===== config.mk =====
export PLATFORM = sky130hd
export DESIGN_NAME = nce_ctrl
export DESIGN_NICKNAME = d
export VERILOG_FILES = /design/src/common/nce_pkg.sv /design/src/design/nce_ctrl.sv /design/src/design/nce_buf2.sv
export VERILOG_INCLUDE_DIRS = /design/src /design/src/common
export SDC_FILE = /design/constraint.sdc
export NUM_CORES = 1
export LEC_CHECK = 0
export BUFFER_PORTS_ARGS = -buffer_cell sky130_fd_sc_hd__buf_2
export CORE_MARGIN = 2
export CORE_UTILIZATION = 63
export CTS_CLUSTER_DIAMETER = 40
export DETAILED_ROUTE_END_ITERATION = 10
export GPL_TIMING_DRIVEN = 0
export PLACE_DENSITY = 0.85
export SYNTH_ARGS = -nofsm -noshare
export SYNTH_HDL_FRONTEND = slang
export SYNTH_SLANG_ARGS = --single-unit

===== constraint.sdc =====
create_clock -name clk -period 5.6 [get_ports clk]
set_input_delay 0.28 -clock clk [delete_from_list [all_inputs] [get_ports clk]]
set_output_delay 0.28 -clock clk [all_outputs]
set_load 0.005 [all_outputs]

===== src/common/nce_map.svh =====
// constants of the nand command engine controller
`ifndef NCE_MAP_SVH
`define NCE_MAP_SVH

// ----------------------------------------
// command bytes
// ----------------------------------------
`define NCE_CMD_READ1 8'h00
`define NCE_CMD_READ2 8'h30
`define NCE_CMD_CBREAD 8'h35
`define NCE_CMD_ROUT1 8'h05
`define NCE_CMD_ROUT2 8'hE0
`define NCE_CMD_LOAD 8'h80
`define NCE_CMD_LOAD2 8'h81
`define NCE_CMD_RIN 8'h85
`define NCE_CMD_CONF 8'h10
`define NCE_CMD_DCONF 8'h11
`define NCE_CMD_ERASE1 8'h60
`define NCE_CMD_ERASE2 8'hD0
`define NCE_CMD_STATUS 8'h70
`define NCE_CMD_RESET 8'hFF

// ----------------------------------------
// fields
// ----------------------------------------
`define NCE_ST_FAIL 0
`define NCE_ST_READY 6
`define NCE_ST_NOWP 7
`define NCE_PLANE_BIT 6
`define NCE_PAGE_W 6
`define NCE_PAGE_BYTES 12'h0840

// ----------------------------------------
// timing
// ----------------------------------------
`define NCE_CLK_NS 100
`define NCE_WB_NS 100
`define NCE_ADL_NS 70
`define NCE_CYC(ns) (((ns) + `NCE_CLK_NS - 1) / `NCE_CLK_NS)
`define NCE_WB_CYC `NCE_CYC(`NCE_WB_NS)
`define NCE_ADL_CYC `NCE_CYC(`NCE_ADL_NS)
`define NCE_STB_LO 3

`endif


===== src/common/nce_pkg.sv =====
// types of the nand command engine controller
package nce_pkg;

  // ----------------------------------------
  // operations and states
  // ----------------------------------------
  typedef enum logic [3:0] {
    OP_READ = 4'h0, OP_ROUT = 4'h1, OP_CBREAD = 4'h2, OP_PROG = 4'h3,
    OP_PROG_P1 = 4'h4, OP_PROG_P2 = 4'h5, OP_CBPROG = 4'h6, OP_CB_P1 = 4'h7,
    OP_CB_P2 = 4'h8, OP_RIN = 4'h9, OP_ERASE = 4'hA, OP_ERASE_P1 = 4'hB,
    OP_STATUS = 4'hC, OP_RESET = 4'hD
  } nce_op_e;

  typedef enum logic [3:0] {
    ST_IDLE = 4'h0, ST_CMD1 = 4'h1, ST_ADDR = 4'h2, ST_ADL = 4'h3, ST_DATA_W = 4'h4,
    ST_CMD2 = 4'h5, ST_WB = 4'h6, ST_BUSY = 4'h7, ST_DATA_R = 4'h8,
    ST_STAT_CMD = 4'h9, ST_STAT_RD = 4'hA, ST_DONE = 4'hB
  } nce_state_e;

  // ----------------------------------------
  // carriers
  // ----------------------------------------
  typedef struct packed {
    nce_op_e op;
    logic [11:0] col;
    logic [16:0] row;
    logic [11:0] len;
  } nce_req_s;

  typedef struct packed {
    logic skip1;
    logic [7:0] cmd1;
    logic [2:0] naddr;
    logic wr;
    logic has2;
    logic [7:0] cmd2;
    logic wait_b;
    logic rd;
    logic stat;
  } nce_plan_s;

  typedef struct packed {
    logic ce_n;
    logic cle;
    logic ale;
    logic we_n;
    logic read_strobe_n;
    logic wp_n;
    logic io_oe_n;
    logic [7:0] io_out;
  } nce_pins_s;

  typedef struct packed {
    nce_state_e st;
    logic ph;
    logic [3:0] cnt;
    logic [2:0] aidx;
    logic [11:0] left;
    nce_req_s req;
    nce_plan_s plan;
    nce_pins_s pins;
    logic rb1;
    logic rb2;
    logic [7:0] io1;
    logic [7:0] io2;
    logic [7:0] status;
    logic done;
    logic fail;
    logic refused;
    logic plane_pend;
    logic erase_pend;
    logic [16:0] p1_row;
    logic cb_plane;
    logic last_v;
    logic [16:0] last_row;
  } nce_ctl_s;

endpackage


===== src/design/nce_ctrl.sv =====
// host controller driving a two-plane nand device over its strobed pins
// Function
// page read sends 00h, five address bytes, then 30h
// device loads whole page, shows busy on ready/busy until done
// one byte per read strobe falling edge, sequential from column
// random data output with new column continues from that column
// each page programmed once, pages of a block in ascending order; the code checks only against the last programmed page
// program load is 80h, five address bytes, up to 2112 data bytes
// 85h plus column moves the input pointer during loading
// 10h starts programming only after serial data was loaded
// while busy only status read and reset are allowed
// completion on ready/busy and status bit 6, result on bit 0
// verify flags only bits that failed to go from 1 to 0
// after program the device keeps returning status on each read
// copy-back is 35h plus source, 85h plus destination, then 10h
// copy-back source and destination lie in the same plane
// random data input may modify buffered bytes during copy-back
// erase is 60h, three row bytes, then D0h; result on bit 0
// two-plane ops accept unaligned blocks with identical page address; the code refuses a second-plane program row differing in more than the plane bit
// two-plane program: first plane, 11h, 81h second plane, 10h
// between 11h and 81h only 70h or FFh may be sent
// two-plane program reports one combined fail on bit 0
// both two-plane blocks share the row except the plane bit; for two-plane erase the code checks only that the plane bit differs
// two-plane erase repeats 60h with address per plane, then D0h
// after 70h each read gives status: ready, fail, not protected
// ready/busy low from confirm until the operation ends
`timescale 1ns/1ns
`include "nce_map.svh"
module nce_ctrl (
  input wire logic clk,
  input wire logic arst_n,
  input wire logic req_valid,
  output logic req_ready,
  input wire nce_pkg::nce_req_s req,
  input wire logic wr_valid,
  output logic wr_ready,
  input wire logic [7:0] wr_data,
  output logic rd_valid,
  input wire logic rd_ready,
  output logic [7:0] rd_data,
  output logic busy,
  output logic done,
  output logic fail,
  output logic refused,
  output logic [7:0] status,
  output nce_pkg::nce_pins_s nand_o,
  input wire logic [7:0] io_in,
  input wire logic rb_n
);
  localparam nce_pkg::nce_ctl_s CTL_RST = '{
    st: nce_pkg::ST_IDLE,
    pins: '{ce_n: 1'b1, we_n: 1'b1, read_strobe_n: 1'b1, io_oe_n: 1'b1, default: '0},
    default: '0
  };

  nce_pkg::nce_ctl_s q;
  nce_pkg::nce_ctl_s n;
  logic buf_in_valid;
  logic buf_in_ready;
  logic wr_st;
  logic adv;
  logic [7:0] wb;
  logic wc;
  logic wa;
  nce_pkg::nce_plan_s pl;

  // ----------------------------------------
  // helpers
  // ----------------------------------------
  function automatic nce_pkg::nce_plan_s plan_of(input nce_pkg::nce_op_e op);
    nce_pkg::nce_plan_s p;
    p = '0;
    p.naddr = 3'h5;
    case (op)
      nce_pkg::OP_READ: begin
        p.cmd1 = `NCE_CMD_READ1; p.has2 = 1'b1; p.cmd2 = `NCE_CMD_READ2; p.wait_b = 1'b1; p.rd = 1'b1;
      end
      nce_pkg::OP_ROUT: begin
        p.cmd1 = `NCE_CMD_ROUT1; p.naddr = 3'h2; p.has2 = 1'b1; p.cmd2 = `NCE_CMD_ROUT2; p.rd = 1'b1;
      end
      nce_pkg::OP_CBREAD: begin
        p.cmd1 = `NCE_CMD_READ1; p.has2 = 1'b1; p.cmd2 = `NCE_CMD_CBREAD; p.wait_b = 1'b1;
      end
      nce_pkg::OP_PROG: begin
        p.cmd1 = `NCE_CMD_LOAD; p.wr = 1'b1; p.has2 = 1'b1; p.cmd2 = `NCE_CMD_CONF;
        p.wait_b = 1'b1; p.stat = 1'b1;
      end
      nce_pkg::OP_PROG_P1: begin
        p.cmd1 = `NCE_CMD_LOAD; p.wr = 1'b1; p.has2 = 1'b1; p.cmd2 = `NCE_CMD_DCONF; p.wait_b = 1'b1;
      end
      nce_pkg::OP_PROG_P2, nce_pkg::OP_CB_P2: begin
        p.cmd1 = `NCE_CMD_LOAD2; p.wr = 1'b1; p.has2 = 1'b1; p.cmd2 = `NCE_CMD_CONF;
        p.wait_b = 1'b1; p.stat = 1'b1;
      end
      nce_pkg::OP_CBPROG: begin
        p.cmd1 = `NCE_CMD_RIN; p.wr = 1'b1; p.has2 = 1'b1; p.cmd2 = `NCE_CMD_CONF;
        p.wait_b = 1'b1; p.stat = 1'b1;
      end
      nce_pkg::OP_CB_P1: begin
        p.cmd1 = `NCE_CMD_RIN; p.wr = 1'b1; p.has2 = 1'b1; p.cmd2 = `NCE_CMD_DCONF; p.wait_b = 1'b1;
      end
      nce_pkg::OP_RIN: begin
        p.cmd1 = `NCE_CMD_RIN; p.naddr = 3'h2; p.wr = 1'b1;
      end
      nce_pkg::OP_ERASE: begin
        p.cmd1 = `NCE_CMD_ERASE1; p.naddr = 3'h3; p.has2 = 1'b1; p.cmd2 = `NCE_CMD_ERASE2;
        p.wait_b = 1'b1; p.stat = 1'b1;
      end
      nce_pkg::OP_ERASE_P1: begin
        p.cmd1 = `NCE_CMD_ERASE1; p.naddr = 3'h3;
      end
      nce_pkg::OP_STATUS: begin
        p.skip1 = 1'b1; p.naddr = 3'h0; p.stat = 1'b1;
      end
      nce_pkg::OP_RESET: begin
        p.cmd1 = `NCE_CMD_RESET; p.naddr = 3'h0; p.wait_b = 1'b1;
      end
      default: begin
        p.skip1 = 1'b1; p.naddr = 3'h0; p.stat = 1'b1;
      end
    endcase
    return p;
  endfunction

  function automatic logic [7:0] addr_byte(input logic [2:0] i, input nce_pkg::nce_req_s r);
    case (i)
      3'h0: return r.col[7:0];
      3'h1: return {4'h0, r.col[11:8]};
      3'h2: return r.row[7:0];
      3'h3: return r.row[15:8];
      default: return {7'h00, r.row[16]};
    endcase
  endfunction

  function automatic logic refuse(input nce_pkg::nce_req_s r, input nce_pkg::nce_ctl_s s);
    logic bad;
    logic is_p2;
    logic is_prog;
    logic pass;
    bad = 1'b0;
    is_p2 = (r.op == nce_pkg::OP_PROG_P2) || (r.op == nce_pkg::OP_CB_P2);
    is_prog = (r.op == nce_pkg::OP_PROG) || (r.op == nce_pkg::OP_PROG_P1) || (r.op == nce_pkg::OP_CBPROG) ||
              (r.op == nce_pkg::OP_CB_P1);
    pass = (r.op == nce_pkg::OP_STATUS) || (r.op == nce_pkg::OP_RESET);
    if (s.plane_pend && !pass && !is_p2) bad = 1'b1;
    if (!s.plane_pend && is_p2) bad = 1'b1;
    if (is_p2 && ((r.row ^ s.p1_row) != (17'h0_0001 << `NCE_PLANE_BIT))) bad = 1'b1;
    if (s.erase_pend && !pass && (r.op != nce_pkg::OP_ERASE)) bad = 1'b1;
    if (s.erase_pend && (r.op == nce_pkg::OP_ERASE) && (r.row[`NCE_PLANE_BIT] == s.p1_row[`NCE_PLANE_BIT]))
      bad = 1'b1;
    if (((r.op == nce_pkg::OP_PROG) || (r.op == nce_pkg::OP_PROG_P1) || (r.op == nce_pkg::OP_PROG_P2)) &&
        (r.len == 12'h000)) bad = 1'b1;
    if (r.len > `NCE_PAGE_BYTES) bad = 1'b1;
    if (((r.op == nce_pkg::OP_CBPROG) || (r.op == nce_pkg::OP_CB_P1)) &&
        (r.row[`NCE_PLANE_BIT] != s.cb_plane)) bad = 1'b1;
    if (is_prog && s.last_v && (r.row[16:`NCE_PAGE_W] == s.last_row[16:`NCE_PAGE_W]) &&
        (r.row[`NCE_PAGE_W-1:0] <= s.last_row[`NCE_PAGE_W-1:0])) bad = 1'b1;
    return bad;
  endfunction

  // ----------------------------------------
  // read buffer
  // ----------------------------------------
  nce_buf2 #(
    .W(8)
  ) u_buf (
    .clk(clk),
    .arst_n(arst_n),
    .in_valid(buf_in_valid),
    .in_ready(buf_in_ready),
    .in_data(q.io2),
    .out_valid(rd_valid),
    .out_ready(rd_ready),
    .out_data(rd_data)
  );

  // ----------------------------------------
  // sequencer
  // ----------------------------------------
  assign req_ready = (q.st == nce_pkg::ST_IDLE);
  assign busy = (q.st != nce_pkg::ST_IDLE);
  assign wr_ready = (q.st == nce_pkg::ST_DATA_W) && !q.ph;
  assign done = q.done;
  assign fail = q.fail;
  assign refused = q.refused;
  assign status = q.status;
  assign nand_o = q.pins;

  always_comb begin
    n = q;
    n.done = 1'b0;
    n.refused = 1'b0;
    n.rb1 = rb_n;
    n.rb2 = q.rb1;
    n.io1 = io_in;
    n.io2 = q.io1;
    buf_in_valid = 1'b0;
    adv = 1'b0;
    pl = plan_of(req.op);
    wb = 8'h00;
    wc = 1'b0;
    wa = 1'b0;
    case (q.st)
      nce_pkg::ST_CMD1: begin wb = q.plan.cmd1; wc = 1'b1; end
      nce_pkg::ST_ADDR: begin wb = addr_byte(q.aidx, q.req); wa = 1'b1; end
      nce_pkg::ST_CMD2: begin wb = q.plan.cmd2; wc = 1'b1; end
      nce_pkg::ST_STAT_CMD: begin wb = `NCE_CMD_STATUS; wc = 1'b1; end
      default: wb = wr_data;
    endcase
    wr_st = (q.st == nce_pkg::ST_CMD1) || (q.st == nce_pkg::ST_ADDR) || (q.st == nce_pkg::ST_CMD2) ||
            (q.st == nce_pkg::ST_STAT_CMD) || ((q.st == nce_pkg::ST_DATA_W) && (q.ph || wr_valid));
    if (wr_st) begin
      if (!q.ph) begin
        n.pins.we_n = 1'b0;
        n.pins.io_out = wb;
        n.pins.cle = wc;
        n.pins.ale = wa;
        n.pins.io_oe_n = 1'b0;
        n.ph = 1'b1;
      end else begin
        n.pins.we_n = 1'b1;
        n.ph = 1'b0;
        adv = 1'b1;
      end
    end
    if ((q.st == nce_pkg::ST_DATA_R) || (q.st == nce_pkg::ST_STAT_RD)) begin
      n.pins.cle = 1'b0;
      n.pins.ale = 1'b0;
      if (!q.ph) begin
        if ((q.st == nce_pkg::ST_STAT_RD) || buf_in_ready) begin
          n.pins.read_strobe_n = 1'b0;
          n.pins.io_oe_n = 1'b1;
          n.cnt = 4'(`NCE_STB_LO - 1);
          n.ph = 1'b1;
        end
      end else if (q.cnt != 4'h0) begin
        n.cnt = q.cnt - 4'h1;
      end else begin
        n.pins.read_strobe_n = 1'b1;
        n.ph = 1'b0;
        adv = 1'b1;
      end
    end
    case (q.st)
      nce_pkg::ST_IDLE: begin
        n.pins.ce_n = 1'b1;
        n.pins.wp_n = 1'b1;
        n.pins.io_oe_n = 1'b1;
        n.pins.cle = 1'b0;
        n.pins.ale = 1'b0;
        if (req_valid) begin
          if (refuse(req, q)) begin
            n.refused = 1'b1;
          end else begin
            n.req = req;
            n.plan = pl;
            n.left = req.len;
            n.aidx = (pl.naddr == 3'h3) ? 3'h2 : 3'h0;
            n.ph = 1'b0;
            n.pins.ce_n = 1'b0;
            n.st = pl.skip1 ? nce_pkg::ST_STAT_CMD : nce_pkg::ST_CMD1;
            case (req.op)
              nce_pkg::OP_PROG_P1, nce_pkg::OP_CB_P1: begin n.plane_pend = 1'b1; n.p1_row = req.row; end
              nce_pkg::OP_PROG_P2, nce_pkg::OP_CB_P2: n.plane_pend = 1'b0;
              nce_pkg::OP_ERASE_P1: begin n.erase_pend = 1'b1; n.p1_row = req.row; end
              nce_pkg::OP_ERASE: begin n.erase_pend = 1'b0; n.last_v = 1'b0; end
              nce_pkg::OP_CBREAD: n.cb_plane = req.row[`NCE_PLANE_BIT];
              nce_pkg::OP_RESET: begin n.plane_pend = 1'b0; n.erase_pend = 1'b0; end
              default: n.plane_pend = q.plane_pend;
            endcase
            if ((req.op == nce_pkg::OP_PROG) || (req.op == nce_pkg::OP_PROG_P1) ||
                (req.op == nce_pkg::OP_CBPROG) || (req.op == nce_pkg::OP_CB_P1)) begin
              n.last_v = 1'b1;
              n.last_row = req.row;
            end
          end
        end
      end
      nce_pkg::ST_CMD1: begin
        if (adv) n.st = (q.plan.naddr != 3'h0) ? nce_pkg::ST_ADDR : nce_pkg::ST_WB;
        if (adv) n.cnt = 4'(`NCE_WB_CYC);
      end
      nce_pkg::ST_ADDR: begin
        if (adv) begin
          n.aidx = q.aidx + 3'h1;
          if (q.aidx == ((q.plan.naddr == 3'h2) ? 3'h1 : 3'h4)) begin
            if (q.plan.wr && (q.left != 12'h000)) begin
              n.st = nce_pkg::ST_ADL;
              n.cnt = 4'(`NCE_ADL_CYC);
            end else begin
              n.st = q.plan.has2 ? nce_pkg::ST_CMD2 : nce_pkg::ST_DONE;
            end
          end
        end
      end
      nce_pkg::ST_ADL: begin
        if (q.cnt != 4'h0) n.cnt = q.cnt - 4'h1;
        else n.st = nce_pkg::ST_DATA_W;
      end
      nce_pkg::ST_DATA_W: begin
        if (adv) begin
          n.left = q.left - 12'h001;
          if (q.left == 12'h001) n.st = q.plan.has2 ? nce_pkg::ST_CMD2 : nce_pkg::ST_DONE;
        end
      end
      nce_pkg::ST_CMD2: begin
        if (adv) begin
          n.st = nce_pkg::ST_WB;
          n.cnt = 4'(`NCE_WB_CYC);
        end
      end
      nce_pkg::ST_WB: begin
        if (q.cnt != 4'h0) n.cnt = q.cnt - 4'h1;
        else if (q.plan.wait_b) n.st = nce_pkg::ST_BUSY;
        else n.st = (q.plan.rd && (q.left != 12'h000)) ? nce_pkg::ST_DATA_R : nce_pkg::ST_DONE;
      end
      nce_pkg::ST_BUSY: begin
        if (q.rb2) begin
          if (q.plan.rd && (q.left != 12'h000)) n.st = nce_pkg::ST_DATA_R;
          else n.st = q.plan.stat ? nce_pkg::ST_STAT_CMD : nce_pkg::ST_DONE;
        end
      end
      nce_pkg::ST_DATA_R: begin
        if (adv) begin
          buf_in_valid = 1'b1;
          n.left = q.left - 12'h001;
          if (q.left == 12'h001) n.st = nce_pkg::ST_DONE;
        end
      end
      nce_pkg::ST_STAT_CMD: begin
        if (adv) n.st = nce_pkg::ST_STAT_RD;
      end
      nce_pkg::ST_STAT_RD: begin
        if (adv) begin
          n.status = q.io2;
          if (q.io2[`NCE_ST_READY]) begin
            n.fail = q.io2[`NCE_ST_FAIL];
            n.st = nce_pkg::ST_DONE;
          end
        end
      end
      nce_pkg::ST_DONE: begin
        n.pins.ce_n = 1'b1;
        n.pins.io_oe_n = 1'b1;
        n.pins.cle = 1'b0;
        n.pins.ale = 1'b0;
        n.done = 1'b1;
        n.st = nce_pkg::ST_IDLE;
      end
      default: n.st = nce_pkg::ST_IDLE;
    endcase
  end

  always_ff @(posedge clk or negedge arst_n) begin
    if (!arst_n) begin
      q <= CTL_RST;
    end else begin
      q <= n;
    end
  end
endmodule


===== src/design/nce_buf2.sv =====
// two-entry buffer with valid and ready on both sides
`timescale 1ns/1ns
module nce_buf2 #(
  parameter int W = 8
) (
  input wire logic clk,
  input wire logic arst_n,
  input wire logic in_valid,
  output logic in_ready,
  input wire logic [W-1:0] in_data,
  output logic out_valid,
  input wire logic out_ready,
  output logic [W-1:0] out_data
);
  typedef struct packed {
    logic [1:0][W-1:0] mem;
    logic wp;
    logic rp;
    logic [1:0] cnt;
  } nce_buf_s;

  nce_buf_s q;
  nce_buf_s n;
  logic push;
  logic pop;

  assign in_ready = (q.cnt != 2'h2);
  assign out_valid = (q.cnt != 2'h0);
  assign out_data = q.mem[q.rp];
  assign push = in_valid && in_ready;
  assign pop = out_valid && out_ready;

  always_comb begin
    n = q;
    if (push) begin
      n.mem[q.wp] = in_data;
      n.wp = ~q.wp;
    end
    if (pop) begin
      n.rp = ~q.rp;
    end
    n.cnt = q.cnt + {1'b0, push} - {1'b0, pop};
  end

  always_ff @(posedge clk or negedge arst_n) begin
    if (!arst_n) begin
      q <= '0;
    end else begin
      q <= n;
    end
  end
endmodule


Word-level counts from Yosys, hierarchy flattened
Cells that the tools add are included.
- word-level logic and storage cells: 312
- input port bits: 67
- bits in registers: 196
- output and inout bits: 38
- muxes and demuxes: 105
- eq/ne operators: 56
- order comparisons: 5
- bitwise logic cells: 5
- add/sub/neg operators: 5
- reduce and logical (&&, ||, !) cells: 91
- operator list (operator ; number):
    $mux 86 ; 2
    $mux 4 ; 23
    $mux 39 ; 2
    $pmux 8 s4 ; 2
    $pmux 9 s6 ; 1
    $pmux 8 s6 ; 1
    $pmux 4 s11 ; 1
    $eq 4x4->1 const B ; 10
    $mux 1 ; 40
    $mux 38 ; 1
    $eq 4x3->1 const B ; 8
    $reduce_and 4->1 ; 8
    $ne 2x2->1 const B ; 15
    $mux 5 ; 5
    $mux 8 ; 3
    $pmux 12 s2 ; 1
    $reduce_or 2->1 ; 11
    $logic_and 1x1->1 ; 20
    $mux 18 ; 1
    $mux 9 ; 2
    $mux 17 ; 1
    $ne 17x7->1 const B ; 1
    $xor 17x17->17 ; 1
    $bwmux 16 ; 1
    49 further kinds ; 106

Depth between registers and ports, before layout
Gate-level depths: netlist of run 1.
- depth after elaboration: 19
- depth in mapped cells: 14

By module
A second synthesis of run 1 with hierarchy kept.
- cells, all modules: 942
- area, all modules: 9048.7 µm²
- modules (own cells, without submodules) (module ; area each (µm²) ; instances ; cells an instance ; sequential area each (µm²)):
    nce_ctrl ; 8076.5 ; 1 ; 882 ; 3833.7
    nce_buf2 ; 972.2 ; 1 ; 60 ; 500.5

Least setup slack after synthesis of run 1
OpenSTA, ideal clock, no wires.
- path kind: input -> register
- start point: input req[10] in the netlist's numbering
- end point: register q[10] in the netlist's numbering
- library setup time: 0.125 ns
- setup slack: 2.593 ns
- arrival: 2.882 ns
- stages on the path: 10
- cell sequence: or4_1 a32oi_1 o211ai_1 or3_1 or4_1 buf_2 or2_1 buf_6 buf_6 mux2_4
- word-level cells in the longest chain between the ends: 10
- RTL lines (element ; line ; source):
    start, declared ; nce_ctrl.sv:34 ; input wire nce_pkg::nce_req_s req,
    branches (longest 3 deep; another with $gt 12x12->1) ; -- ;
    $mux 1 (*) ; nce_ctrl.sv:153 ; if (r.len > `NCE_PAGE_BYTES) bad = 1'b1;
    $mux 1 (*) ; nce_ctrl.sv:154 ; if (((r.op == nce_pkg::OP_CBPROG) || (r.op == nce_pkg::OP_CB_P1)) &&
    $mux 1 (*) ; nce_ctrl.sv:156 ; if (is_prog && s.last_v && (r.row[16:`NCE_PAGE_W] == s.last_row[16:`NCE_PAGE_W]) &&
    $mux 1 (*) ; nce_ctrl.sv:251 ; if (req_valid) begin
    $mux 1 (*) ; nce_ctrl.sv:244 ; case (q.st)
    $not 1->1 (no line) (*) ; -- ;
    $reduce_and 4->1 (no line) (*) ; -- ;
    end signal, assigned ; nce_ctrl.sv:358 ; q <= n;
    end, declared ; nce_ctrl.sv:56 ; nce_pkg::nce_ctl_s q;
Mark *: on every way between the ends. The select of a mux whose other input is x is not followed.
A chain may end at the register's enable or synchronous reset.

Worst setup path in the final report of run 1
- start point: register q[172] in the netlist's numbering
- end point: register q, in the netlist fail
- word-level cells in the longest chain between the ends: 10
- RTL lines (element ; line ; source):
    $eq 4x1->1 or $eq 4x2->1 (tied branches) ; nce_ctrl.sv:210 ; wr_st = (q.st == nce_pkg::ST_CMD1) || (q.st == nce_pkg::ST_ADDR) || (q.st == nce_pkg::ST_CMD2) ||
    $logic_or 1x1->1 (3 in a row) ; nce_ctrl.sv:210 ;
    $logic_or 1x1->1 ; nce_ctrl.sv:211 ; (q.st == nce_pkg::ST_STAT_CMD) || ((q.st == nce_pkg::ST_DATA_W) && (q.ph || wr_valid));
    $mux 1 ; nce_ctrl.sv:212 ; if (wr_st) begin
    $mux 1 ; nce_ctrl.sv:236 ; end else if (q.cnt != 4'h0) begin
    $mux 1 ; nce_ctrl.sv:229 ; if (!q.ph) begin
    $mux 1 ; nce_ctrl.sv:226 ; if ((q.st == nce_pkg::ST_DATA_R) || (q.st == nce_pkg::ST_STAT_RD)) begin
    $reduce_and 3->1 (no line) (*) ; -- ;
Every way passes the cells marked *; elsewhere a longest branch is shown, timed or not.

==> run summary, run 1 <==
final hold violations: 0
CP delay by family, top: buffers and inverters
main combinational cell family by area after synthesis: compound AO/OA/AOI/OAI gates
Clock Skew: 0.0123 ns
Starting Density: 0.643
vias per inst: 6.18
Yosys warnings: 0
initial antenna violation count: 0
Placement Cell Area: 9650 um^2
CTS sink count: 173
Routed Antenna Nets: 0
gr ovfl total: 0
Slew Viols, Final: 0
P_leak: 0.00484 uW
die area: 15,100 um^2
Post-synth EDFFs: 0
Final period util: 0.655
Post-Synth Adder-Cell Area: 0.0267
DP HPWL: 15,500 um
GR Util All Layers: 0.312
Power Dens Cells: 516 nW/um^2
GPL Wtd Cong: 0.928
first-pass GRT wire length: 35,900 um
Iter 0 DRT Violations: 883
die width: 123 um
fin area: 10,300 um^2
clock latency on the worst-skew pair: 0.44 ns
clk buf depth: 2
status: complete, no violations
simple-gate area share of the yosys netlist: 0.120
Reg clk slew, reported paths: 0.07 ns
TritonCTS clock tree: yes
top cells by area, synth: dfrtp_1 (48%), mux2_2 (11%), o21ai_0 (3.9%)
RSZ-0062 raised after global routing: no
Synth Net Count: 953
Fill cells: 932
CP cell instances: clkbuf_1, nor2b_1, clkbuf_1, nor2_1, o21a_1, inv_1, ha_1, a31o_2, nand4b_1, inv_1, nand2_1, mux2_2
Post-Synth XOR/XNOR Area: 0.0345
mux cell area share after synthesis: 0.123
WP data required: 5.92 ns
DRC: 0
post-layout util: 0.748
final worst path period need: 3.67 ns
Unique masters post-synth: 62
synthesized cell area: 8890 um^2
crit end category: flip-flop
Worst Tran Pin Value: 1.26 ns
worst hold path type: input port to flip-flop
fmax: 273 MHz
DR pass1 iterations: 8
Area Growth Syn to Fin: 16.4%
Synth async-reset ratio: 1.00
area of the core: 13,800 um^2
Port-buffer cells: 100
CP max stage cell: nand4b_1
Worst setup SP type: flip-flop
share of cells above drive strength 1: 0.264
arrival time worst endpoint: 3.99 ns
worst path bufs/invs: 4
top_reg_cell synth: dfrtp_1
pin count of the biggest net entering global routing: 102
Max VDD drop: 0.295 mV
routed wire length: 22,500 um
sequential-to-total area share from yosys stat: 0.487
Critical Path Fanout Max: 10
drt wl/cell: 18.9 um
Yosys top cell by area: dfrtp_1
fin nets: 1,083
crit path kind: flip-flop to flip-flop
TritonCTS Buffers: 17
Mapped Cells: 867
vias in the first global route: 7,133
clk root buf: clkbuf_16
slowest stage delay, CP: 0.43 ns
setup TNS: 0 ns
share of the synthesized area in the top cell type: 0.476
compound-gate portion of the synthesized area: 0.152
Seq cells post-synth: 173
via count: 7,359
max-cap violations: 0
mean post-synth cell area: 10.3 um^2
number of I/O pins: 105
commonest non-fill, non-tap cell in the layout: dfrtp_1
Final setup viols: 0
Relative slew margins: 0.154
commonest cells after routing, fill and taps aside: dfrtp_1 (169), buf_2 (103), mux2_2 (85)
Die Ht: 123 um
CTS HTree Levels: 4
Ant. Diodes: 0
row count: 43
where the power goes:
group          leakage, uW  switching (uW)  internal, uW
clock             0.000275             528           649
sequential         0.00221             296          1680
combinational      0.00235            1220           967
worst reg2reg max path: stages, from the launching register on:
cell and delay (ns):
dfrtp_1 0.36, clkbuf_1 0.35, nor2b_1 0.21, clkbuf_1 0.36, nor2_1 0.10, o21a_1 0.26
inv_1 0.10, ha_1 0.24, a31o_2 0.27, nand4b_1 0.43, inv_1 0.43, nand2_1 0.16
mux2_2 0.29
per-layer routing:
metal	routed length [um]	GRT usage	part of all wire	vias up
met5	0	0	0	-
met4	623	0.125	0.028	0
met3	1490	0.0627	0.066	63
met2	11300	0.523	0.50	339
met1	9140	0.398	0.41	3621
li1	-	-	-	3336
cells in the mapped netlist (all sizes together) (3+ instances only):
cell    instances
a211oi          6
a21o            8
a21oi          54
a222oi          9
a22oi           4
a31oi           7
a32oi           3
a41oi           3
and2            4
and3            3
buf            36
clkbuf         32
dfrtp         169
dfstp           4
ha             19
inv            37
mux2           92
mux2i           3
nand2          71
nand2b          8
nand3           8
nand3b          3
nand4           8
nor2           61
nor2b           8
nor3           24
nor3b           3
nor4            7
o211ai         11
o21a            5
o21ai          71
o221ai          4
o22ai           7
o31ai           4
or2             5
or3             5
or4             4
xnor2          29
xor2            6
cell type report:
cell class              count  area, um^2  share of cell area
multi-input cells         589        4060               0.392
well taps                 180         225              0.0218
clock inverters            12         129              0.0125
inverters                  37         139              0.0134
clock buffers              20         457              0.0441
flip-flops and latches    173        4330               0.419
repair buffers            111         638              0.0617
plain buffers              68         365              0.0353
worst paths after layout:
| kind | endpoint | slack (ns) | cells after the start | from |
|---|---|---|---|---|
| worst min register to register | q[52]$_DFF_PN0_ | 0.34 | 0 | n[52]$_DFF_PN0_ |
| worst max-delay path | fail$_DFFE_PN0P_ | 1.93 | 12 | q[172]$_DFFE_PN0P_ |
| max in group asynchronous | nand_o[10]$_DFFE_PN1P_ | 4.30 | 3 | arst_n |
| min in group asynchronous | nand_o[7]$_DFFE_PN0P_ | 0.40 | 2 | arst_n |
| worst min-delay path | q[142]$_DFFE_PN0P_ | 0.07 | 2 | req[35] |
| worst max register to register | fail$_DFFE_PN0P_ | 1.93 | 12 | q[172]$_DFFE_PN0P_ |
through the flow:
step	total power [uW]	hold slack, ns	setup slack [ns]	instances
2_1_floorplan	3420	-0.0156	2.59	867
3_3_place_gp	3970	0.331	1.58	1147
3_5_place_dp	4070	0.277	1.89	1148
4_1_cts	5290	0.0721	1.76	1190
5_1_grt	5670	0.0740	1.71	1190
6_report	5340	0.0746	1.93	1190
registers in the layout (all words and copies together), names as in the netlist:
signal	count
done	1
n	9
q	118
refused	1
fail	1
status	8
u_buf.q	20
nand_o	15
kinds of logic (layout without fill, tap and decap cells):
logic type	Yosys count	in the layout
adder cells (fa/ha/maj)	19	19
AO/OA/AOI/OAI	214	214
XOR/XNOR	35	35
multiplexers	95	95
flip-flops	173	173
AND/OR/NAND/NOR	226	226
buffers and inverters	105	248
repair_timing:
item,CTS,global route
resized for setup,0,0
hold buffers,10,0
endpoints found under the hold margin,81,0
endpoints found under the setup margin,0,0
setup buffers,0,0
No activity file was read; power rests on OpenSTA's default activity.
==> run 2: changes to the inputs <==
Settings changed: CORE_UTILIZATION 63 to 53, PLACE_DENSITY 0.85 to 0.76.
Clock period 5.6 ns to 3 ns, I/O delays scaled along.
==> run 2 against run 1 <==
  * Global-route usage is 5.7 points lower
  * Combinational power grew 91%
  * Worst setup slack lost 1.8 ns
  * Critical endpoint is now q[10]$_DFFE_PN0P_
  * Largest cell class unchanged
  * Die area rose by 18%
  * Maximum frequency is 26% higher
  * Core utilization fell by 9.8 points
  * Power is 88% higher
  * First-iteration DRC count is 28% lower
==> run summary, run 2 (synthesis gave the netlist of run 1 again) <==
arrival time worst endpoint: 3.22 ns
Final setup viols: 0
commonest cells after routing, fill and taps aside: dfrtp_1 (169), buf_2 (102), mux2_2 (85)
CP delay by family, top: simple AND/OR/NAND/NOR gates
via count: 7,279
clk root buf: clkbuf_16
slowest stage delay, CP: 0.52 ns
Area Growth Syn to Fin: 20.5%
Placement Cell Area: 9700 um^2
Port-buffer cells: 100
Reg area: 4330 um^2
setup TNS: 0 ns
Starting Density: 0.540
die width: 134 um
CTS sink count: 173
worst hold path type: input port to flip-flop
fin cells: 1,251
Worst Tran Pin Value: 0.795 ns
row count: 47
GR Layer Usage met3: 0.0472
Worst setup SP type: flip-flop
DP HPWL: 15,200 um
Max VDD drop: 0.528 mV
vias per inst: 5.82
P_leak: 0.00498 uW
clk buf depth: 2
Fill cells: 1,290
Most flops, register: q
CP max stage cell: or4_1
area of the core: 16,500 um^2
met2 usage: 0.426
met1 usage: 0.344
final hold violations: 0
status: complete, no violations
Routed Antenna Nets: 0
Iter 0 DRT Violations: 637
pin count of the biggest net entering global routing: 103
WP data required: 3.32 ns
Final WS setup: 0.0963 ns
drt wl/cell: 17.8 um
routed wire length: 22,200 um
clock latency on the worst-skew pair: 0.44 ns
number of I/O pins: 105
multi-input logic area: 4140 um^2
fin area: 10,700 um^2
Relative slew margins: 0.467
Slew Viols, Final: 0
Ant. Diodes: 0
most used cell, CP: buf_6
TritonCTS clock tree: yes
initial antenna violation count: 0
DRC: 0
final worst path period need: 2.90 ns
Power Dens Cells: 939 nW/um^2
Clock Skew: 0.00985 ns
Final period util: 0.968
Hold WS: 0.00956 ns
vias in the first global route: 7,010
gr ovfl total: 0
fmax: 344 MHz
Reg clk slew, reported paths: 0.07 ns
GRT busiest layer: met2
commonest non-fill, non-tap cell in the layout: dfrtp_1
worst path bufs/invs: 3
fin nets: 1,104
GR Util All Layers: 0.256
die area: 17,800 um^2
max-cap violations: 0
TritonCTS Buffers: 17
first-pass GRT wire length: 36,000 um
GPL Wtd Cong: 0.889
Die Ht: 134 um
Largest register FFs: 118
share of cells above drive strength 1: 0.294
crit end category: flip-flop
DR pass1 iterations: 7
Place WS: -0.574 ns
cell count after placement: 1,188
Critical Path Fanout Max: 10
CP cell instances: xor2_1, a32oi_1, o211ai_1, or3_4, or4_1, buf_4, or2_1, buf_6, buf_6, mux2_4
crit path kind: flip-flop to flip-flop
CTS HTree Levels: 4
## run 2: cell types whose count changed in the layout (fill, tap and decap cells not counted), sizes merged
cell         before  now
dlygate4sd3      10   27
buf             137  140
clkbuf           52   53
clkinvlp          4    5
inv              42   41
## run 2: cell type report
| type | instances | share of cell area |
|---|---|---|
| plain buffers | 67 | 0.0366 |
| clock buffers | 20 | 0.0426 |
| clock inverters | 12 | 0.0119 |
| inverters | 37 | 0.0130 |
| multi-input cells | 589 | 0.387 |
| flip-flops and latches | 173 | 0.405 |
| well taps | 220 | 0.0257 |
| repair buffers | 133 | 0.0790 |
## run 2: tightest hold or removal path, stage by stage
cell      delay (ns)
buf_2           0.08
o211ai_1        0.08
o21ai_0         0.09
## run 2: power breakdown
part | leakage [uW] | switching, uW | internal, uW | total, uW
combinational | 0.00250 | 2250 | 1930 | 4180
clock | 0.000271 | 994 | 1210 | 2200
sequential | 0.00221 | 559 | 3130 | 3680
total | 0.00498 | 3800 | 6260 | 10100
## run 2: what timing repair did
| action | 4_1_cts | 5_1_grt |
|---|---|---|
| resized for setup | 16 | 31 |
| setup endpoints to repair | 75 | 104 |
| hold endpoints to repair | 97 | 0 |
| hold buffers | 27 | 0 |
| pin swaps | 1 | 2 |
| buffers inserted | 1 | 4 |
## run 2: path summary, 6_finish.rpt
check,startpoint,to,slack (ns),cells after the start
setup / recovery,q[18]$_DFFE_PN0P_,q[10]$_DFFE_PN0P_,0.1,10
max in group asynchronous,arst_n,q[157]$_DFFE_PN0P_,1.84,3
hold reg to reg,n[52]$_DFF_PN0_,q[52]$_DFF_PN0_,0.35,0
hold / removal,wr_data[1],nand_o[1]$_DFFE_PN0P_,0.01,3
setup reg to reg,q[18]$_DFFE_PN0P_,q[10]$_DFFE_PN0P_,0.1,10
min in group asynchronous,arst_n,q[137]$_DFFE_PN0P_,0.28,2
## run 2: per-stage QoR
step	power (uW)	utilization
finish	10100	0.651
detailed placement	7590	0.589
global placement	7440	0.587
floorplan	6380	-
CTS	9910	0.645
global route	10700	0.651
## run 2: metal layers
layer / part of all wire / wire length (um)
met3: 0.049 / 1090
met4: 0.018 / 399
met2: 0.49 / 11000
met5: 0 / 0
met1: 0.44 / 9760
==> run 3: changes to the inputs <==
Settings changed: REMOVE_ABC_BUFFERS from default to 1.
==> run 3 against run 2 <==
  * Design area decreased by 2.1%
  * Power fell by 2.9%
  * Critical path type unchanged
  * Hold slack improved by 0.0039 ns
  * Critical endpoint is now q[18]$_DFFE_PN0P_
==> run summary, run 3 (synthesis gave the netlist of run 1 again) <==
status: complete, no violations
DRC: 0
routed wire length: 20,800 um
first-pass GRT wire length: 34,200 um
clk root buf: clkbuf_16
share of cells above drive strength 1: 0.286
CP max stage cell: or4_4
Clock Skew: 0.0102 ns
Reg2Reg Capture Point: q[18]$_DFFE_PN0P_
most used cell, CP: nand2_1
clock latency on the worst-skew pair: 0.43 ns
Critical Path Fanout Max: 16
fin nets: 1,053
DP HPWL: 13,400 um
Critical Path Start: q[172]$_DFFE_PN0P_
CP delay by family, top: simple AND/OR/NAND/NOR gates
commonest cells after routing, fill and taps aside: dfrtp_1 (164), buf_2 (103), mux2_2 (85)
GPL Wtd Cong: 0.879
gr ovfl total: 0
vias per inst: 5.79
Reg clk slew, reported paths: 0.07 ns
Worst Tran Pin Value: 0.922 ns
CP cell instances: nor2_4, nand2_1, inv_1, nand2_1, or4_4, nor4b_2, mux2_2
critical path depth: 7
Die Ht: 134 um
Place WS: -1.40 ns
Final setup viols: 0
Starting Density: 0.540
CTS HTree Levels: 4
arrival time worst endpoint: 3.27 ns
Final WS setup: 0.0542 ns
slowest stage delay, CP: 0.68 ns
Port-buffer cells: 104
final hold violations: 0
P_leak: 0.00484 uW
drt wl/cell: 17.4 um
Slew Viols, Final: 0
row count: 47
fmax: 339 MHz
setup TNS: 0 ns
CP endpoint: q[18]$_DFFE_PN0P_
crit path kind: flip-flop to flip-flop
TritonCTS Buffers: 17
vias in the first global route: 6,736
CTS sink count: 173
Final period util: 0.982
reg2reg path depth: 7
commonest non-fill, non-tap cell in the layout: dfrtp_1
pin count of the biggest net entering global routing: 89
Placement Cell Area: 9360 um^2
number of I/O pins: 105
Relative slew margins: 0.380
via count: 6,943
worst path bufs/invs: 1
reg-to-reg slack, setup: 0.05 ns
initial antenna violation count: 0
Most flops, register: q
Routed Antenna Nets: 0
TritonCTS clock tree: yes
Power Dens Cells: 932 nW/um^2
DR pass1 iterations: 5
WP data required: 3.32 ns
Max VDD drop: 0.482 mV
max-cap violations: 0
final worst path period need: 2.95 ns
die area: 17,800 um^2
Worst setup SP type: flip-flop
Largest register FFs: 118
GR Util All Layers: 0.241
Ant. Diodes: 0
worst r2r src: q[172]$_DFFE_PN0P_
crit end category: flip-flop
clk buf depth: 2
Iter 0 DRT Violations: 555
Area Growth Syn to Fin: 17.9%
Fill cells: 1,279
worst hold path type: input port to flip-flop
die width: 134 um
post-layout util: 0.637
area of the core: 16,500 um^2
fin area: 10,500 um^2
==> run 3: changes by cell type in the layout (fill, tap and decap cells not counted), moves of 3 or more <==
cell,delta
buf_1,-3
buf_4,-19
clkbuf_1,-23
clkbuf_2,-7
clkbuf_4,-3
dfrtp_1,-5
dfrtp_4,+3
inv_6,+4
==> run 3: metrics by stage <==
stage,hold slack [ns],total power (uW),instances
2_1_floorplan,-0.146,6110,799
3_3_place_gp,0.258,7110,1123
3_5_place_dp,0.201,7230,1124
4_1_cts,0.0117,9600,1191
5_1_grt,0.0350,10400,1200
6_report,0.0134,9770,1200
==> run 3: area by class of cell <==
class,count,area [um^2],area share
flip-flops and latches,173,4350,0.415
multi-input cells,592,4190,0.400
repair buffers,146,952,0.0908
clock buffers,18,429,0.0409
well taps,220,275,0.0263
clock inverters,14,146,0.0140
inverters,37,139,0.0132
==> run 3: power by group <==
part	internal (uW)	switching [uW]	total [uW]	leakage, uW
logic	1760	2020	3780	0.00235
registers	3140	675	3810	0.00221
clock network	1180	1000	2180	0.000276
total	6070	3700	9770	0.00484
==> run 3: tightest hold or removal path, stage by stage <==
cell and delay, ns:
buf_2 0.08, a21oi_1 0.05, o21ai_0 0.13
==> run 3: what timing repair did <==
item | in CTS | in global routing
hold endpoints to repair | 112 | 0
hold buffers | 28 | 0
cloned | 3 | 0
buffers inserted | 4 | 9
resized for setup | 23 | 12
pin swaps | 3 | 2
endpoints found under the setup margin | 122 | 87
==> run 3: metal layers <==
layer  share of wire  up-vias  GRT usage
met5               0        -          0
met2            0.49      230      0.388
met1            0.44     3389      0.319
li1                -     3284          -
met4           0.026        0     0.0969
met3           0.048       40     0.0514
==> run 3: worst min path at each step <==
stage	from	end	slack, ns	cells after the start
after floorplan	arst_n	done$_DFF_PN0_	-0.15	0
after global placement	io_in[5]	n[54]$_DFF_PN0_	0.26	1
after detailed placement	arst_n	nand_o[7]$_DFFE_PN0P_	0.20	1
after CTS	req[2]	q[154]$_DFFE_PN0P_	0.01	3
after global routing	req[2]	q[154]$_DFFE_PN0P_	0.04	3
final	req[5]	q[157]$_DFFE_PN0P_	0.01	3
